## src/core/smie_pkg.sv

```systemverilog
// Constants and carrier types for the management interrupt entry/exit unit
// Assumes a 40 MHz processor clock and a core that reports instruction
// boundaries, lock state and save/restore progress
// Summary of operation
// [RULE1] Falling request edge is the only entry
// [RULE2] One-clock low pulse latched, long lows fine
// [RULE3] System holds request high four clocks after
// [RULE4] Ignores interrupt flag, taken at instruction boundary
// [RULE5] Locked bus sequences are never broken
// [RULE6] Request beats NMI, accepted during NMI handler
// [RULE7] Further requests blocked until resume completes
// [RULE8] One pending request, served right after resume
// [RULE9] System asserts request three clocks before ready
// [RULE10] Active first, then save context downward
// [RULE11] Pseudo-real mode, fetch at base plus 8000h
// [RULE12] Resume restores, negates active, then returns
// [RULE13] Only I/O and halt may restart
// [RULE14] Active only after writes and buffer drained
// [RULE15] Active held until final restore read done
// [RULE16] Active keeps driven during bus hold
// [RULE17] System flushes cache with request if overlaid
// [RULE18] System decodes 38000h-3FFFFh while active
// [RULE19] System steers other masters to normal memory
// [RULE20] Default save 3FFFFh down to 3FE00h, handler 38000h
// [RULE21] Entry path at least 161 clocks
// [RULE22] Exit path at least 258 clocks
// [RULE23] Request passes two-stage synchroniser first; the code uses a three-stage chain
package smie_pkg;

	// ----------------------------------------------------------------
	// Addresses
	// ----------------------------------------------------------------
	localparam logic [31:0] SMIE_BASE_DEFAULT = 32'h0003_0000;
	localparam logic [31:0] SMIE_HANDLER_OFS  = 32'h0000_8000;
	localparam logic [31:0] SMIE_SAVE_TOP_OFS = 32'h0000_ffff;
	localparam logic [31:0] SMIE_SAVE_BOT_OFS = 32'h0000_fe00;
	localparam logic [31:0] SMIE_WORD_BYTES   = 32'h0000_0004;

	// ----------------------------------------------------------------
	// Timing
	// ----------------------------------------------------------------
	localparam int SMIE_ENTRY_MIN_CLK = 161;
	localparam int SMIE_EXIT_MIN_CLK  = 258;
	localparam logic [8:0] SMIE_ENTRY_CNT = 9'(SMIE_ENTRY_MIN_CLK);
	localparam logic [8:0] SMIE_EXIT_CNT  = 9'(SMIE_EXIT_MIN_CLK);

	// ----------------------------------------------------------------
	// Opcode classes for restart
	// ----------------------------------------------------------------
	localparam logic [1:0] SMIE_OP_OTHER = 2'h0;
	localparam logic [1:0] SMIE_OP_IO    = 2'h1;
	localparam logic [1:0] SMIE_OP_HALT  = 2'h2;

	// ----------------------------------------------------------------
	// Types
	// ----------------------------------------------------------------
	typedef enum logic [2:0] {
		SMIE_ST_NORMAL = 3'b000,
		SMIE_ST_DRAIN  = 3'b001,
		SMIE_ST_SAVE   = 3'b010,
		SMIE_ST_HANDLE = 3'b011,
		SMIE_ST_REST   = 3'b100,
		SMIE_ST_RETURN = 3'b101
	} smie_state_t;

	typedef struct packed {
		logic insn_boundary;
		logic bus_locked;
		logic nmi_request;
		logic writes_pending;
		logic save_ack;
		logic resume_exec;
		logic restore_ack;
		logic [1:0] restart_op;
	} smie_core_in_t;

	typedef struct packed {
		logic        take_mgmt;
		logic        take_nmi;
		logic        save_req;
		logic [31:0] save_addr;
		logic        restore_req;
		logic [31:0] restore_addr;
		logic        pseudo_real;
		logic        fetch_start;
		logic [31:0] fetch_addr;
		logic        resume_done;
		logic        restart_ok;
	} smie_core_out_t;

	typedef struct packed {
		logic [2:0]     sync;
		logic           sync_prev;
		logic           edge_seen;
		logic           pending;
		logic           blocked;
		smie_state_t    state;
		logic [31:0]    addr;
		logic [8:0]     cnt;
		logic           active_n;
		logic           sys_mgmt_mode;
		smie_core_out_t co;
	} smie_regs_t;

endpackage : smie_pkg

```

## src/core/smie_unit.sv

```systemverilog
// Management interrupt entry/exit sequencer
// Assumes core handshakes are synchronous to clk_i; request pin is async
`timescale 1ns/1ps
module smie_unit #(
	parameter logic [31:0] MGMT_BASE = smie_pkg::SMIE_BASE_DEFAULT
) (
	// Clock and reset
	input  wire logic                  clk_i,
	input  wire logic                  reset_n_i,
	// Pins
	input  wire logic                  sys_mgmt_request_n_i,
	input  wire logic                  bus_hold_grant_i,
	output logic                       sys_mgmt_active_n_o,
	// Core side
	input  wire smie_pkg::smie_core_in_t  core_i,
	output smie_pkg::smie_core_out_t      core_o,
	output logic                       sys_mgmt_mode_o
);

	smie_pkg::smie_regs_t r_reg;
	smie_pkg::smie_regs_t r_next;
	logic                 fall;
	logic                 req_any;
	logic                 can_take;

	// ----------------------------------------------------------------
	// Next state
	// ----------------------------------------------------------------
	always_comb begin
		r_next = r_reg;
		r_next.co.take_mgmt = 1'b0;
		r_next.co.take_nmi = 1'b0;
		r_next.co.fetch_start = 1'b0;
		r_next.co.resume_done = 1'b0;
		// [RULE23] Three-stage synchroniser
		r_next.sync = {r_reg.sync[1:0], sys_mgmt_request_n_i};
		r_next.sync_prev = r_reg.sync[2];
		// [RULE1] Falling edge detect
		// [RULE2] Third stage low while its previous sample was high
		fall = !r_reg.sync[2] && r_reg.sync_prev;
		req_any = r_reg.edge_seen || fall;
		// [RULE4] Boundary only, no interrupt flag
		// [RULE5] Wait out locked sequences
		can_take = core_i.insn_boundary && !core_i.bus_locked;
		// [RULE8] Hold a single pending request
		if (fall && r_reg.blocked) begin
			r_next.pending = 1'b1;
		end
		if (fall && !r_reg.blocked) begin
			r_next.edge_seen = 1'b1;
		end
		if (r_reg.cnt != 9'h000) begin
			r_next.cnt = r_reg.cnt - 9'h001;
		end
		case (r_reg.state)
			smie_pkg::SMIE_ST_NORMAL: begin
				// [RULE6] Beats NMI
				if (req_any && !r_reg.blocked && can_take) begin
					r_next.co.take_mgmt = 1'b1;
					r_next.edge_seen = 1'b0;
					// [RULE7] Block further requests
					r_next.blocked = 1'b1;
					r_next.cnt = smie_pkg::SMIE_ENTRY_CNT;
					r_next.state = smie_pkg::SMIE_ST_DRAIN;
				end else if (core_i.nmi_request && can_take) begin
					r_next.co.take_nmi = 1'b1;
				end
			end
			smie_pkg::SMIE_ST_DRAIN: begin
				// [RULE14] Assert after writes drain
				if (!core_i.writes_pending) begin
					// [RULE10] Active before saving
					r_next.active_n = 1'b0;
					r_next.sys_mgmt_mode = 1'b1;
					// [RULE20] Save from top downward
					r_next.addr = MGMT_BASE + smie_pkg::SMIE_SAVE_TOP_OFS
						- smie_pkg::SMIE_WORD_BYTES + 32'h1;
					r_next.state = smie_pkg::SMIE_ST_SAVE;
				end
			end
			smie_pkg::SMIE_ST_SAVE: begin
				r_next.co.save_req = 1'b1;
				r_next.co.save_addr = r_reg.addr;
				if (r_reg.co.save_req && core_i.save_ack) begin
					if (r_reg.addr <= MGMT_BASE + smie_pkg::SMIE_SAVE_BOT_OFS) begin
						r_next.co.save_req = 1'b0;
						r_next.state = smie_pkg::SMIE_ST_HANDLE;
					end else begin
						r_next.addr = r_reg.addr - smie_pkg::SMIE_WORD_BYTES;
					end
				end
			end
			smie_pkg::SMIE_ST_HANDLE: begin
				// [RULE21] Entry no faster than minimum
				if (!r_reg.co.pseudo_real && r_reg.cnt == 9'h000) begin
					// [RULE11] Pseudo-real, fetch base plus 8000h
					r_next.co.pseudo_real = 1'b1;
					r_next.co.fetch_start = 1'b1;
					r_next.co.fetch_addr = MGMT_BASE
						+ smie_pkg::SMIE_HANDLER_OFS;
				end
				if (r_reg.co.pseudo_real && core_i.resume_exec) begin
					r_next.cnt = smie_pkg::SMIE_EXIT_CNT;
					r_next.addr = MGMT_BASE + smie_pkg::SMIE_SAVE_BOT_OFS;
					r_next.state = smie_pkg::SMIE_ST_REST;
				end
			end
			smie_pkg::SMIE_ST_REST: begin
				// [RULE12] Reload context first
				r_next.co.restore_req = 1'b1;
				r_next.co.restore_addr = r_reg.addr;
				if (r_reg.co.restore_req && core_i.restore_ack) begin
					if (r_reg.addr >= MGMT_BASE + smie_pkg::SMIE_SAVE_TOP_OFS
						- smie_pkg::SMIE_WORD_BYTES + 32'h1) begin
						// [RULE15] Negate after final read
						r_next.co.restore_req = 1'b0;
						r_next.active_n = 1'b1;
						r_next.co.pseudo_real = 1'b0;
						r_next.state = smie_pkg::SMIE_ST_RETURN;
					end else begin
						r_next.addr = r_reg.addr + smie_pkg::SMIE_WORD_BYTES;
					end
				end
			end
			smie_pkg::SMIE_ST_RETURN: begin
				// [RULE22] Exit no faster than minimum
				if (r_reg.cnt == 9'h000) begin
					r_next.co.resume_done = 1'b1;
					r_next.sys_mgmt_mode = 1'b0;
					r_next.blocked = 1'b0;
					// [RULE8] Pending served before application
					if (r_reg.pending || fall) begin
						r_next.edge_seen = 1'b1;
						r_next.pending = 1'b0;
					end
					r_next.state = smie_pkg::SMIE_ST_NORMAL;
				end
			end
			default: begin
				r_next.state = smie_pkg::SMIE_ST_NORMAL;
			end
		endcase
		// [RULE13] Only I/O or halt restartable
		r_next.co.restart_ok =
			(core_i.restart_op == smie_pkg::SMIE_OP_IO) ||
			(core_i.restart_op == smie_pkg::SMIE_OP_HALT);
	end

	// ----------------------------------------------------------------
	// State register
	// ----------------------------------------------------------------
	always_ff @(posedge clk_i or negedge reset_n_i) begin
		if (!reset_n_i) begin
			r_reg <= '0;
			r_reg.sync <= 3'h7;
			r_reg.sync_prev <= 1'b1;
			r_reg.active_n <= 1'b1;
			r_reg.state <= smie_pkg::SMIE_ST_NORMAL;
		end else begin
			r_reg <= r_next;
		end
	end

	// ----------------------------------------------------------------
	// Outputs
	// ----------------------------------------------------------------
	// [RULE16] Driven regardless of bus hold
	assign sys_mgmt_active_n_o = r_reg.active_n;
	assign core_o = r_reg.co;
	assign sys_mgmt_mode_o = r_reg.sys_mgmt_mode;

	// ----------------------------------------------------------------
	// Assertions
	// ----------------------------------------------------------------
	// ----------------------------------------------------------------
	// Recognition
	// ----------------------------------------------------------------
	a_fall_edge: assert property ( // [RULE1]
		@(posedge clk_i) disable iff (!reset_n_i)
		core_o.take_mgmt
		|-> $past(req_any))
		else $error("take without request edge");

	a_sync_chain: assert property ( // [RULE23]
		@(posedge clk_i) disable iff (!reset_n_i)
		!r_reg.sync[2] && r_reg.sync_prev
		|-> $past(sys_mgmt_request_n_i, 3) == 1'b0)
		else $error("edge not from synchronised pin");

	a_sync_lat: assert property ( // [RULE2]
		@(posedge clk_i) disable iff (!reset_n_i)
		$fell(sys_mgmt_request_n_i) ##1 !sys_mgmt_request_n_i[*3]
		##0 r_reg.state == smie_pkg::SMIE_ST_NORMAL && !r_reg.blocked
		|-> ##[0:1] req_any)
		else $error("edge not latched");

	a_single_pulse: assert property ( // [RULE2]
		@(posedge clk_i) disable iff (!reset_n_i)
		$fell(sys_mgmt_request_n_i) ##1 $rose(sys_mgmt_request_n_i)
		##0 r_reg.state == smie_pkg::SMIE_ST_NORMAL && !r_reg.blocked
		|-> ##[1:2] req_any)
		else $error("one clock pulse lost");

	a_take_bound: assert property ( // [RULE4]
		@(posedge clk_i) disable iff (!reset_n_i)
		core_o.take_mgmt
		|-> $past(core_i.insn_boundary))
		else $error("request taken mid instruction");

	a_lock_wait: assert property ( // [RULE5]
		@(posedge clk_i) disable iff (!reset_n_i)
		core_o.take_mgmt
		|-> !$past(core_i.bus_locked))
		else $error("request taken mid lock");

	a_no_nmi_win: assert property ( // [RULE6]
		@(posedge clk_i) disable iff (!reset_n_i)
		core_o.take_mgmt
		|-> !core_o.take_nmi)
		else $error("both taken");

	a_nmi_yield: assert property ( // [RULE6]
		@(posedge clk_i) disable iff (!reset_n_i)
		req_any && !r_reg.blocked && can_take
		&& r_reg.state == smie_pkg::SMIE_ST_NORMAL
		|=> core_o.take_mgmt && !core_o.take_nmi)
		else $error("nmi won over request");

	// ----------------------------------------------------------------
	// Masking
	// ----------------------------------------------------------------
	a_take_unblk: assert property ( // [RULE7]
		@(posedge clk_i) disable iff (!reset_n_i)
		core_o.take_mgmt
		|-> $past(!r_reg.blocked))
		else $error("nested take");

	a_block_hold: assert property ( // [RULE7]
		@(posedge clk_i) disable iff (!reset_n_i)
		r_reg.state != smie_pkg::SMIE_ST_NORMAL
		|-> r_reg.blocked)
		else $error("unblocked in service");

	a_pend_serve: assert property ( // [RULE8]
		@(posedge clk_i) disable iff (!reset_n_i)
		core_o.resume_done && $past(r_reg.pending)
		|-> r_reg.edge_seen)
		else $error("pending request dropped");

	// ----------------------------------------------------------------
	// Entry
	// ----------------------------------------------------------------
	a_active_drain: assert property ( // [RULE14]
		@(posedge clk_i) disable iff (!reset_n_i)
		$fell(sys_mgmt_active_n_o)
		|-> $past(!core_i.writes_pending))
		else $error("active asserted with writes pending");

	a_save_active: assert property ( // [RULE10]
		@(posedge clk_i) disable iff (!reset_n_i)
		core_o.save_req
		|-> !sys_mgmt_active_n_o)
		else $error("save without active");

	a_first_save: assert property ( // [RULE10]
		@(posedge clk_i) disable iff (!reset_n_i)
		$rose(core_o.save_req)
		|-> core_o.save_addr == MGMT_BASE + smie_pkg::SMIE_SAVE_TOP_OFS
		- smie_pkg::SMIE_WORD_BYTES + 32'h1)
		else $error("save not from top");

	a_save_range: assert property ( // [RULE20]
		@(posedge clk_i) disable iff (!reset_n_i)
		core_o.save_req
		|-> core_o.save_addr >= MGMT_BASE + smie_pkg::SMIE_SAVE_BOT_OFS
		&& core_o.save_addr <= MGMT_BASE + smie_pkg::SMIE_SAVE_TOP_OFS)
		else $error("save outside save area");

	a_cnt_load: assert property ( // [RULE21]
		@(posedge clk_i) disable iff (!reset_n_i)
		core_o.take_mgmt
		|-> r_reg.cnt == smie_pkg::SMIE_ENTRY_CNT)
		else $error("entry count not loaded");

	a_entry_time: assert property ( // [RULE21]
		@(posedge clk_i) disable iff (!reset_n_i)
		core_o.fetch_start
		|-> $past(r_reg.cnt) == 9'h000)
		else $error("entry too fast");

	a_fetch_addr: assert property ( // [RULE11]
		@(posedge clk_i) disable iff (!reset_n_i)
		core_o.fetch_start
		|-> core_o.fetch_addr == MGMT_BASE + 32'h0000_8000
		&& core_o.pseudo_real)
		else $error("bad handler fetch");

	a_hold_drive: assert property ( // [RULE16]
		@(posedge clk_i) disable iff (!reset_n_i)
		bus_hold_grant_i && r_reg.state == smie_pkg::SMIE_ST_HANDLE
		|-> !sys_mgmt_active_n_o)
		else $error("active lost during hold");

	// ----------------------------------------------------------------
	// Exit
	// ----------------------------------------------------------------
	a_rest_active: assert property ( // [RULE15]
		@(posedge clk_i) disable iff (!reset_n_i)
		core_o.restore_req
		|-> !sys_mgmt_active_n_o)
		else $error("active released before restore");

	a_release: assert property ( // [RULE15]
		@(posedge clk_i) disable iff (!reset_n_i)
		$rose(sys_mgmt_active_n_o)
		|-> $past(core_i.restore_ack && r_reg.co.restore_req))
		else $error("active released without read");

	a_resume_act: assert property ( // [RULE12]
		@(posedge clk_i) disable iff (!reset_n_i)
		core_o.resume_done
		|-> sys_mgmt_active_n_o && !sys_mgmt_mode_o)
		else $error("return before active negated");

	a_exit_load: assert property ( // [RULE22]
		@(posedge clk_i) disable iff (!reset_n_i)
		r_reg.state == smie_pkg::SMIE_ST_REST
		&& $past(r_reg.state) == smie_pkg::SMIE_ST_HANDLE
		|-> r_reg.cnt == smie_pkg::SMIE_EXIT_CNT)
		else $error("exit count not loaded");

	a_exit_time: assert property ( // [RULE22]
		@(posedge clk_i) disable iff (!reset_n_i)
		core_o.resume_done
		|-> $past(r_reg.cnt) == 9'h000)
		else $error("exit too fast");

	a_restart: assert property ( // [RULE13]
		@(posedge clk_i) disable iff (!reset_n_i)
		core_o.restart_ok
		|-> $past(core_i.restart_op) == smie_pkg::SMIE_OP_IO
		|| $past(core_i.restart_op) == smie_pkg::SMIE_OP_HALT)
		else $error("bad restart");

	c_entry: cover property (@(posedge clk_i) core_o.fetch_start);
	c_exit: cover property (@(posedge clk_i) core_o.resume_done);
	c_pending: cover property (@(posedge clk_i) r_reg.pending && core_o.resume_done);
	c_nmi: cover property (@(posedge clk_i) core_o.take_nmi);
	c_hold: cover property (@(posedge clk_i)
		bus_hold_grant_i && !sys_mgmt_active_n_o);

endmodule : smie_unit

```

## config.mk

```make
export PLATFORM = sky130hd
export DESIGN_NAME = smie_unit
export DESIGN_NICKNAME = d
export VERILOG_FILES = /design/src/core/smie_pkg.sv /design/src/core/smie_unit.sv
export SDC_FILE = /design/constraint.sdc
export NUM_CORES = 1
export LEC_CHECK = 0
export BUFFER_PORTS_ARGS = -buffer_cell sky130_fd_sc_hd__buf_2
export CAP_MARGIN = 40
export CORE_MARGIN = 1.5
export CORE_UTILIZATION = 57
export CTS_CLUSTER_SIZE = 40
export DETAILED_ROUTE_END_ITERATION = 12
export GPL_ROUTABILITY_DRIVEN = 1
export GPL_TIMING_DRIVEN = 0
export PLACE_DENSITY = 0.81
export SLEW_MARGIN = 15
export SYNTH_ARGS = -nofsm -noshare
export SYNTH_HDL_FRONTEND = slang
export SYNTH_SLANG_ARGS = --single-unit
```

## constraint.sdc

```tcl
create_clock -name clk_i -period 4.5 [get_ports clk_i]
set_input_delay 0.9 -clock clk_i [delete_from_list [all_inputs] [get_ports clk_i]]
set_output_delay 0.9 -clock clk_i [all_outputs]
set_load 0.005 [all_outputs]
```

# After elaboration in Yosys (flattened, before gate mapping)
# Cells that the tools add are included.
# totals
regBits	126
in_bits	13
# op_classes
n_addsub	3
order_cmp	2
eq_ne	18
n_mux	43
reduce_logical	33
# op_table
cell	count
32-bit one-hot mux with 4 select lines	1
35-bit 2-to-1 mux	3
32-bit 2-to-1 mux	2
44-bit 2-to-1 mux	1
34-bit 2-to-1 mux	1
33-bit 2-to-1 mux	1
32-bit by 3-bit adder with 32-bit output, second input constant	1
32-bit by 18-bit greater-or-equal comparator with 1-bit output, second input constant	1
32-bit by 18-bit less-or-equal comparator with 1-bit output, second input constant	1
32-bit by 3-bit subtractor with 32-bit output, second input constant	1
2-bit inequality test, second input constant	11
1-bit 2-to-1 mux	18
9-bit 2-to-1 mux	2
3-bit one-hot mux with 6 select lines	1
9-bit one-hot mux with 2 select lines	1
1-bit logical AND	11
1-bit one-hot mux with 2 select lines	5
9-bit logical NOT	1
9-bit nonzero test	1
9-bit by 1-bit subtractor with 9-bit output, second input constant	1
4-bit AND reduction	2
8-bit AND reduction	1
2-bit nonzero test	4
7-bit AND reduction	1
15 further kinds	26

# Longest topological paths before layout
# Gate-level depths: netlist of run 1.
# logic_depth
depth_word	7
ltp_mapped	15

# Worst setup path before layout of run 1
# OpenSTA, ideal clock, no wires.
# synth_timing
kind	flip-flop to flip-flop
startpoint	register r_reg[149] in the netlist's numbering
endpoint	register r_reg[145] in the netlist's numbering
setup_time_ns	0.069
arrival_time_ns	3.778
path_slack_ns	0.653
path_stages_with_launch	15
path_cell_list	dfrtp_1 -> buf_2 -> inv_1 -> nor3_1 -> inv_1 -> clkbuf_1 -> ha_1 -> a21o_1 -> a21oi_1 -> o211ai_1 -> a221oi_1 -> a31o_2 -> o41ai_4 -> a311o_1 -> nand3_1
# synth_between
elab_chain_cells	3
elab_cells_between_ends	13
cone_classes	10 x eq/ne; 1 x mux; 2 x reduce/logical
# synth_lines
item	line_no	source
start: declaration	smie_unit.sv:20	smie_pkg::smie_regs_t r_reg;
start signal: assignment	smie_unit.sv:160	r_reg <= r_next;
3-bit by 1-bit == test with 1-bit output (tied with other cells)	smie_unit.sv:55	case (r_reg.state)
4-bit nonzero test (no source line) or 2-bit inequality test (tied branches)	n/a	
7-bit AND reduction (no source line)	n/a	
# Several ways; a longest one is shown, not always the timed one.
# A chain may end at the register's enable or synchronous reset.

# Final worst setup path of run 1
# layout_timing
startpoint	register r_reg[149] in the netlist's numbering
endpoint	register r_reg[141] in the netlist's numbering
# The elaborated chain is that of the path after synthesis.

==> results of run 1 <==
-- final cells by class --
type	count	area share [%]
buffer	129	10.4
clock buffer	24	5.86
tap	168	2.46
sequential	120	35.2
inverter	19	0.833
clock inverter	8	1.08
timing repair buffer	87	5.69
multi-input combinational	533	38.6
-- stage by stage --
step           total power [mW]  utilization, %
2_1_floorplan              4.74               -
3_3_place_gp               5.59            65.2
3_5_place_dp               5.71            65.8
4_1_cts                    7.09            70.7
5_1_grt                    7.65            70.7
6_report                   7.10            70.7
-- worst max path at each step --
stage	slack, ns	cells past startpoint	end	start
2_1_floorplan	0.65	14	r_reg[145]	r_reg[149]
3_3_place_gp	-0.41	14	r_reg[141]	r_reg[149]
3_5_place_dp	0.40	15	r_reg[141]	r_reg[149]
4_1_cts	0.36	15	r_reg[141]	r_reg[149]
5_1_grt	0.04	15	r_reg[141]	r_reg[149]
6_report	0.30	15	r_reg[141]	r_reg[149]
-- cells by family after synthesis --
kind of cell,after synthesis
flip-flops,120
multiplexers,33
adder cells (fa/ha/maj),34
XOR/XNOR,30
other,1
AND/OR/NAND/NOR,254
buffers and inverters,148
AO/OA/AOI/OAI,149
-- power by group through the flow --
| stage | Combinational (mW) | Sequential, mW | Clock [mW] |
|---|---|---|---|
| after floorplan | 2.98 | 1.76 | 0 |
| after global placement | 3.73 | 1.85 | 0 |
| after detailed placement | 3.84 | 1.87 | 0 |
| after CTS | 3.87 | 1.86 | 1.36 |
| after global routing | 4.31 | 1.92 | 1.42 |
| final | 3.89 | 1.86 | 1.34 |
-- placed cells by master (no fill, tap or decap), types with 18 or more instances in the layout --
master / count
conb_1: 33
nand2_1: 135
buf_4: 104
buf_2: 87
xnor2_1: 21
dfrtp_1: 115
inv_1: 19
nor2_1: 43
o21ai_0: 37
clkbuf_1: 18
a21oi_1: 46
mux2_2: 32
ha_1: 33
-- metal layers --
metal,up-vias,part of all wire (%)
li1,2799,-
met1,2721,45
met2,206,47
met3,24,6.3
met4,0,1.8
met5,-,0
==> out/summary.txt, run 1 <==
Post-synthesis register bit count = 120
Pin count of the biggest net entering global routing = 64
First-pass GRT wire length = 24.9 mm
# setup viols final = 0
CTS-repair resized insts = 0
Row count = 40
Postcts setup bufs = 0
DIE AREA = 0.0132 mm2
Clk_skew = 0.00520 ns
Critical path class = reg2reg
Detailed Place HPWL = 10.8 mm
Fraction of registers with async set/reset = 100%
Most instantiated library cell after synthesis = nand2_1
Net Sw Frac = 40.5%
Pwr/cell area = 829 mW/mm2
Setup ws final = 0.299 ns
Mapped Cells = 769
Top FF cell, synth = dfrtp_1
Simple-Gate Fraction of Synth Area = 15.9%
Worst Max-Slew Pin Slew = 0.611 ns
Initial drt markers = 402
DP Worst Slack = 0.400 ns
Outcome = complete, no violations
Critical path's most frequent cell = inv_1
Ranking of synthesized cells by area = dfrtp_1, buf_4, nand2_1, ha_1, mux2_2
CP Data Required Time = 4.80 ns
Clock sink count = 120
Gr busiest metal = met2
Final Hold Viols = 0
Post-synthesis sequential area ratio = 42.1%
XOR/XNOR share of the synthesized area = 3.68%
P_int = 4.22 mW
Cell Area, Synth = 0.00715 mm2
Comb pwr share = 54.8%
Grt ovf = 0
Die X = 115 um
Initial antenna violation count = 0
Number of flops mapped to enable cells by yosys = 0
Critical path arrival = 4.50 ns
Design Area, Final = 0.00856 mm2
Worst hold stages = 0
Share of cells above drive strength 1 = 29.7%
Area Growth Syn to Fin = 19.8%
Fraction of the mapped netlist area in compound gates = 13.6%
Vias in the first global route = 5264
Cell variety after synth = 63
CP delay by family, top = compound AO/OA/AOI/OAI gates
Yosys top cell by area = dfrtp_1
N_diodes = 0
Min Hold Slack = 0.354 ns
R2r setup slk = 0.30 ns
Clk slew on worst S/H paths = 0.05 ns
Area of the multi-input gates = 0.00330 mm2
Worst setup SP type = flop
Psw = 2.87 mW
Vias = 5750
LEAKAGE = 4.33 nW
Starting Density = 59.0%
Slowest CP cell = clkbuf_2
CTS tree = done
VDD IR-drop max = 417 uV
RSZ-0062 raised after global routing = false
Met1 GRT Util = 31.9%
Mean Syn Cell Area = 9.30 um2
Vias per cell = 5.28
Final Net Count = 954
Hold-fix buffers at CTS = 0
WL final = 15.1 mm
WHS Endpoint = r_next[153]
Max-cap check violation count = 0
Synth Area in Adders = 6.06%
Core Region = 0.0121 mm2
Crit Reg-Reg Startpoint = r_reg[149]
Cells along the critical path = buf_2 > inv_1 > nor3_1 > inv_1 > clkbuf_2 > buf_16 > ha_1 > a21o_1 > a21oi_1 > o21ai_0 > nand4_1 > a31o_2 > o41ai_4 > xnor2_1 > a22o_1
Crit-path max FO = 22
Max Clk Rate = 238 MHz
Buffers on Ports = 84
Placed insts = 1056
Reg-to-Reg End = r_reg[141]
Clk pwr share = 18.9%
Worst path max stage delay = 0.42 ns
Relative max-transition margin = 59.3%
Synth cell count leaders = nand2_1, dfrtp_1, buf_4
Non-Filler Instances = 1088
Largest family of logic cells by synthesized area = simple AND/OR/NAND/NOR gates
Clk root buf = clkbuf_16
Top Ports = 119
Yosys Warn Count = 0
Latest clock arrival within the worst-skew pair = 0.41 ns
Post-synthesis mux area share = 5.18%
GR Layer Usage met3 = 6.01%
Max reg flops = 69
RePlAce Congestion = 0.904
Worst R2R Path Depth = 15
H-tree lvl count = 4
Placed cell areas = 0.00797 mm2
Hold crit path type = reg2reg
Slew Viols, Final = 0
FF/Latch Area = 0.00301 mm2
Per-cell routed wire length = 13.9 um
Hold Crit Start = r_next[156]
Reg power frac = 26.3%
Gr usage total = 24.0%
Detail Route Antenna Nets = 0
Clk buf depth = 2
FILL cells = 954
TritonCTS buffer count = 17
Met2 usage = 38.1%
Die H = 115 um
DRC = 0
Critical path endpoint category = flop
Setup_tns = 0 ns
DRT Pass-1 Iters = 5
Tcrit/Tclk final = 93.4%
Tmin final = 4.20 ns
Top cell type's share of synthesized area = 40.3%
Crit path buf inv count = 5
No activity file was read; power rests on OpenSTA's default activity.
==> inputs of run 2 (changes only) <==
--- a/config.mk
+++ b/config.mk
@@ -14,6 +14,7 @@
 export GPL_ROUTABILITY_DRIVEN = 1
 export GPL_TIMING_DRIVEN = 0
 export PLACE_DENSITY = 0.81
+export RECOVER_POWER = 25
 export SLEW_MARGIN = 15
 export SYNTH_ARGS = -nofsm -noshare
 export SYNTH_HDL_FRONTEND = slang
==> run 2 against run 1 <==
Compared with the run above:
- worst setup slack gained 0.018 ns
- critical path type unchanged
- final cell count did not move
- worst hold slack is essentially flat
- core utilization decreased by 0.23 points
- die area did not move
- total power hardly changed
- the run now ends with capacitance limit, slew limit left
- highest routed layer unchanged
- non-clock buffer count did not move
- sequential power hardly changed
- fmax up 0.43%
==> out/summary.txt, run 2 (same netlist as run 1, synthesis figures left out) <==
Outcome = finished with violations
Failing checks = capacitance limit, slew limit
Die H = 115 um
Vias = 5717
WL final = 15.0 mm
Final Net Count = 954
DRT Pass-1 Iters = 4
# setup viols final = 0
Critical path class = reg2reg
Die X = 115 um
Min Hold Slack = 0.354 ns
Area Growth Syn to Fin = 19.4%
Grt ovf = 0
Core Region = 0.0121 mm2
Met2 WL = 7.06 mm
Per-cell routed wire length = 13.8 um
Critical path arrival = 4.48 ns
Vias in the first global route = 5264
Tcrit/Tclk final = 93.0%
Tmin final = 4.18 ns
Clk buf depth = 2
Psw = 2.87 mW
Share of cells above drive strength 1 = 29.6%
Slew Viols, Final = 59
Clk pwr share = 18.9%
RePlAce Congestion = 0.904
H-tree lvl count = 4
Final Hold Viols = 0
Max-cap check violation count = 1
Clk slew on worst S/H paths = 0.05 ns
Reg power frac = 26.3%
P_int = 4.22 mW
Initial antenna violation count = 0
Worst Setup SP = r_reg[149]
Critical path endpoint category = flop
First-pass GRT wire length = 24.9 mm
Top Ports = 119
R2r setup slk = 0.32 ns
LEAKAGE = 4.31 nW
Latest clock arrival within the worst-skew pair = 0.41 ns
Starting Density = 59.0%
Pin count of the biggest net entering global routing = 64
Max reg flops = 69
Relative max-transition margin = -98.8%
Hold crit path type = reg2reg
Clk root buf = clkbuf_16
Gr usage total = 24.0%
Setup ws final = 0.317 ns
Total Power = 7.09 mW
Reg-to-Reg End = r_reg[141]
CP endpoint = r_reg[141]
Net Sw Frac = 40.5%
Worst Max-Slew Pin Slew = 2.98 ns
Row count = 40
Clock sink count = 120
Detailed Place HPWL = 10.8 mm
Crit-path max FO = 22
Buffers on Ports = 84
Worst R2R Path Depth = 15
N_diodes = 0
TritonCTS buffer count = 17
Vias per cell = 5.25
Worst setup SP type = flop
Pwr/cell area = 831 mW/mm2
Detail Route Antenna Nets = 0
Initial drt markers = 373
CTS-repair resized insts = 0
RSZ-0062 raised after global routing = false
DRC = 0
DIE AREA = 0.0132 mm2
Wl on met1 = 6.88 mm
DP Worst Slack = 0.400 ns
Clk_skew = 0.00569 ns
Setup_tns = 0 ns
CP Data Required Time = 4.80 ns
Max Clk Rate = 239 MHz
VDD IR-drop max = 417 uV
Highest Signal Layer = met4
Commonest cells after routing, fill and taps aside = nand2_1, dfrtp_1, buf_4, buf_2, a21oi_1
Comb pwr share = 54.8%
Crit Reg-Reg Startpoint = r_reg[149]
FF/Latch Area = 0.00301 mm2
FILL cells = 957
Area of the multi-input gates = 0.00330 mm2
CTS tree = done
DR WL met3 = 807 um
Hold-fix buffers at CTS = 0
Postcts setup bufs = 0
Commonest non-fill, non-tap cell in the layout = nand2_1
[run 2: cell type report]
class / instances / area share [%]
multi-input combinational: 533 / 38.7
sequential: 120 / 35.3
buffer: 129 / 10.4
clock buffer: 24 / 5.88
timing repair buffer: 87 / 5.38
tap: 168 / 2.46
clock inverter: 8 / 1.09
inverter: 19 / 0.836
[run 2: worst min path at each step]
stage | from | to | cells past startpoint
5_1_grt | r_next[155] | r_next[156] | 0
3_3_place_gp | r_next[155] | r_next[156] | 0
6_report | r_next[156] | r_next[153] | 0
3_5_place_dp | r_next[156] | r_next[153] | 0
2_1_floorplan | r_next[156] | r_next[153] | 0
4_1_cts | r_next[156] | r_next[153] | 0
[run 2: critical path, stage by stage, from the launching register on]
cell and delay (ns):
dfrtp_1 0.35, buf_2 0.21, inv_1 0.12, nor3_1 0.24
inv_1 0.19, clkbuf_2 0.41, buf_16 0.30, ha_1 0.36
a21o_1 0.15, a21oi_1 0.10, o21ai_0 0.41, nand4_1 0.24
a31o_2 0.37, o41ai_4 0.29, xnor2_1 0.11, a22o_1 0.20
[run 2: power groups by stage]
stage	clock network [mW]	logic (mW)	registers [mW]
6_report	1.34	3.89	1.86
3_3_place_gp	0	3.73	1.85
3_5_place_dp	0	3.84	1.87
2_1_floorplan	0	2.98	1.76
5_1_grt	1.42	4.30	1.92
4_1_cts	1.36	3.87	1.86
[run 2: per-stage QoR]
stage / instance area, um2 / util, % / cells
finish: 8530 / 70.5 / 1088
detailed placement: 7970 / 65.8 / 1056
global route: 8530 / 70.5 / 1088
CTS: 8560 / 70.7 / 1088
floorplan: 7270 / - / 801
global placement: 7900 / 65.2 / 1053
[run 2: routing by layer]
| metal | GRT usage [%] | vias to the layer above |
|---|---|---|
| met5 | 0 | - |
| met4 | 9.22 | 0 |
| met3 | 6.01 | 23 |
| met2 | 38.1 | 164 |
| met1 | 31.9 | 2737 |
| li1 | - | 2793 |
==> inputs of run 3 (changes only) <==
--- a/config.mk
+++ b/config.mk
@@ -7,7 +7,7 @@
 export LEC_CHECK = 0
 export BUFFER_PORTS_ARGS = -buffer_cell sky130_fd_sc_hd__buf_2
 export CAP_MARGIN = 40
-export CORE_MARGIN = 1.5
+export CORE_MARGIN = 3
 export CORE_UTILIZATION = 57
 export CTS_CLUSTER_SIZE = 40
 export DETAILED_ROUTE_END_ITERATION = 12
@@ -15,6 +15,7 @@
 export GPL_TIMING_DRIVEN = 0
 export PLACE_DENSITY = 0.81
 export RECOVER_POWER = 25
+export REMOVE_ABC_BUFFERS = 1
 export SLEW_MARGIN = 15
 export SYNTH_ARGS = -nofsm -noshare
 export SYNTH_HDL_FRONTEND = slang
==> run 3 against run 2 <==
Compared with the run above:
- the run still ends with capacitance limit, slew limit left
- routed wire length down 1.2%
- critical endpoint is now r_reg[146]
- count of clock-buffer cells in the layout down 7
- worst setup slack better by 0.18 ns
- sequential cell count unchanged
- critical path type unchanged
==> out/summary.txt, run 3 (same netlist as run 1, synthesis figures left out) <==
Max Clk Rate = 250 MHz
Top Ports = 119
Slew Viols, Final = 38
Core Util, Final = 64.4%
Hold crit path type = reg2reg
Tcrit/Tclk final = 88.9%
Worst Max-Slew Pin Slew = 2.15 ns
Crit-path max FO = 37
Failing checks = capacitance limit, slew limit
Vias per cell = 5.45
Postcts setup bufs = 0
Row count = 40
DIE AREA = 0.0139 mm2
Relative max-transition margin = -43.3%
Outcome = finished with violations
Gr usage total = 22.5%
CTS-repair resized insts = 0
WL final = 14.8 mm
Grt ovf = 0
Per-cell routed wire length = 15.4 um
Starting Density = 59.0%
Clk_skew = 0.00757 ns
First-pass GRT wire length = 25.9 mm
Total Power = 6.83 mW
Design Area, Final = 0.00780 mm2
RSZ-0062 raised after global routing = false
TritonCTS buffer count = 17
Latest clock arrival within the worst-skew pair = 0.42 ns
DRC = 0
Final Net Count = 831
Critical path endpoint category = flop
Initial antenna violation count = 0
Min Hold Slack = 0.360 ns
Buffers on Ports = 84
DRT Pass-1 Iters = 4
LEAKAGE = 3.78 nW
Crit Reg-Reg Startpoint = r_reg[149]
Clk buf depth = 2
CTS tree = done
Core Region = 0.0121 mm2
Setup_tns = 0 ns
Clock sink count = 120
# setup viols final = 0
RePlAce Congestion = 0.930
Initial drt markers = 351
Clk slew on worst S/H paths = 0.06 ns
Hold Crit Start = r_next[155]
CP Data Required Time = 4.80 ns
Max-cap check violation count = 1
Max reg flops = 69
Commonest non-fill, non-tap cell in the layout = nand2_1
Die X = 118 um
Worst Setup SP = r_reg[149]
Vias = 5261
Share of cells above drive strength 1 = 21.8%
Final Hold Viols = 0
Critical path arrival = 4.30 ns
Tmin final = 4.00 ns
Detail Route Antenna Nets = 0
N_diodes = 0
Critical path class = reg2reg
H-tree lvl count = 4
Detailed Place HPWL = 10.6 mm
Pwr/cell area = 875 mW/mm2
Die H = 118 um
VDD IR-drop max = 452 uV
Vias in the first global route = 5391
Worst setup SP type = flop
Commonest cells after routing, fill and taps aside = nand2_1, dfrtp_1, buf_2, a21oi_1, nor2_1
Pin count of the biggest net entering global routing = 84
Hold-fix buffers at CTS = 0
Clk root buf = clkbuf_16
Placed cell areas = 0.00716 mm2
Area Growth Syn to Fin = 9.17%
==> run 3: stage by stage <==
step | instances | worst slack (ns)
floorplan | 672 | -1.91
global placement | 924 | -5.56
detailed placement | 933 | 0.184
CTS | 965 | 0.189
global route | 965 | 0.109
finish | 965 | 0.498
==> run 3: metal layers <==
metal | wire length (um) | global-route usage, %
met1 | 6260 | 27.3
met2 | 7640 | 38.7
met3 | 761 | 6.63
met4 | 173 | 6.59
met5 | 0 | 0
==> run 3: final timing paths <==
| kind | depth (start not counted) | to | slack [ns] |
|---|---|---|---|
| max in group asynchronous | 2 | r_reg[153] | 2.14 |
| hold reg to reg | 0 | r_next[156] | 0.36 |
| setup reg to reg | 14 | r_reg[146] | 0.50 |
| min in group asynchronous | 1 | core_o[42] | 1.11 |
| hold / removal | 0 | r_next[156] | 0.36 |
| setup / recovery | 14 | r_reg[146] | 0.50 |
==> run 3: area by class of cell <==
class,count,area (um2)
fill,1011,4310
tap,168,210
sequential,120,3010
timing repair buffer,93,548
clock buffer,17,425
inverter,19,73.8
clock inverter,15,203
multi-input combinational,533,3330
==> run 3: power breakdown <==
part	switching, mW	internal, mW	total (mW)	leakage (nW)
clock network	0.506	0.926	1.43	0.291
registers	0.383	1.50	1.88	1.46
logic	1.96	1.56	3.52	2.02
==> run 3: worst max-delay path: stages, from the launching register on <==
cell,delay [ns]
dfrtp_1,0.54
inv_1,0.19
nor3_4,0.28
buf_4,0.27
inv_4,0.19
buf_16,0.24
ha_1,0.36
nand2_1,0.16
or3b_2,0.49
o21ai_0,0.18
nor2_1,0.14
o211ai_1,0.27
a41oi_1,0.21
mux2_2,0.27
nand3_1,0.07
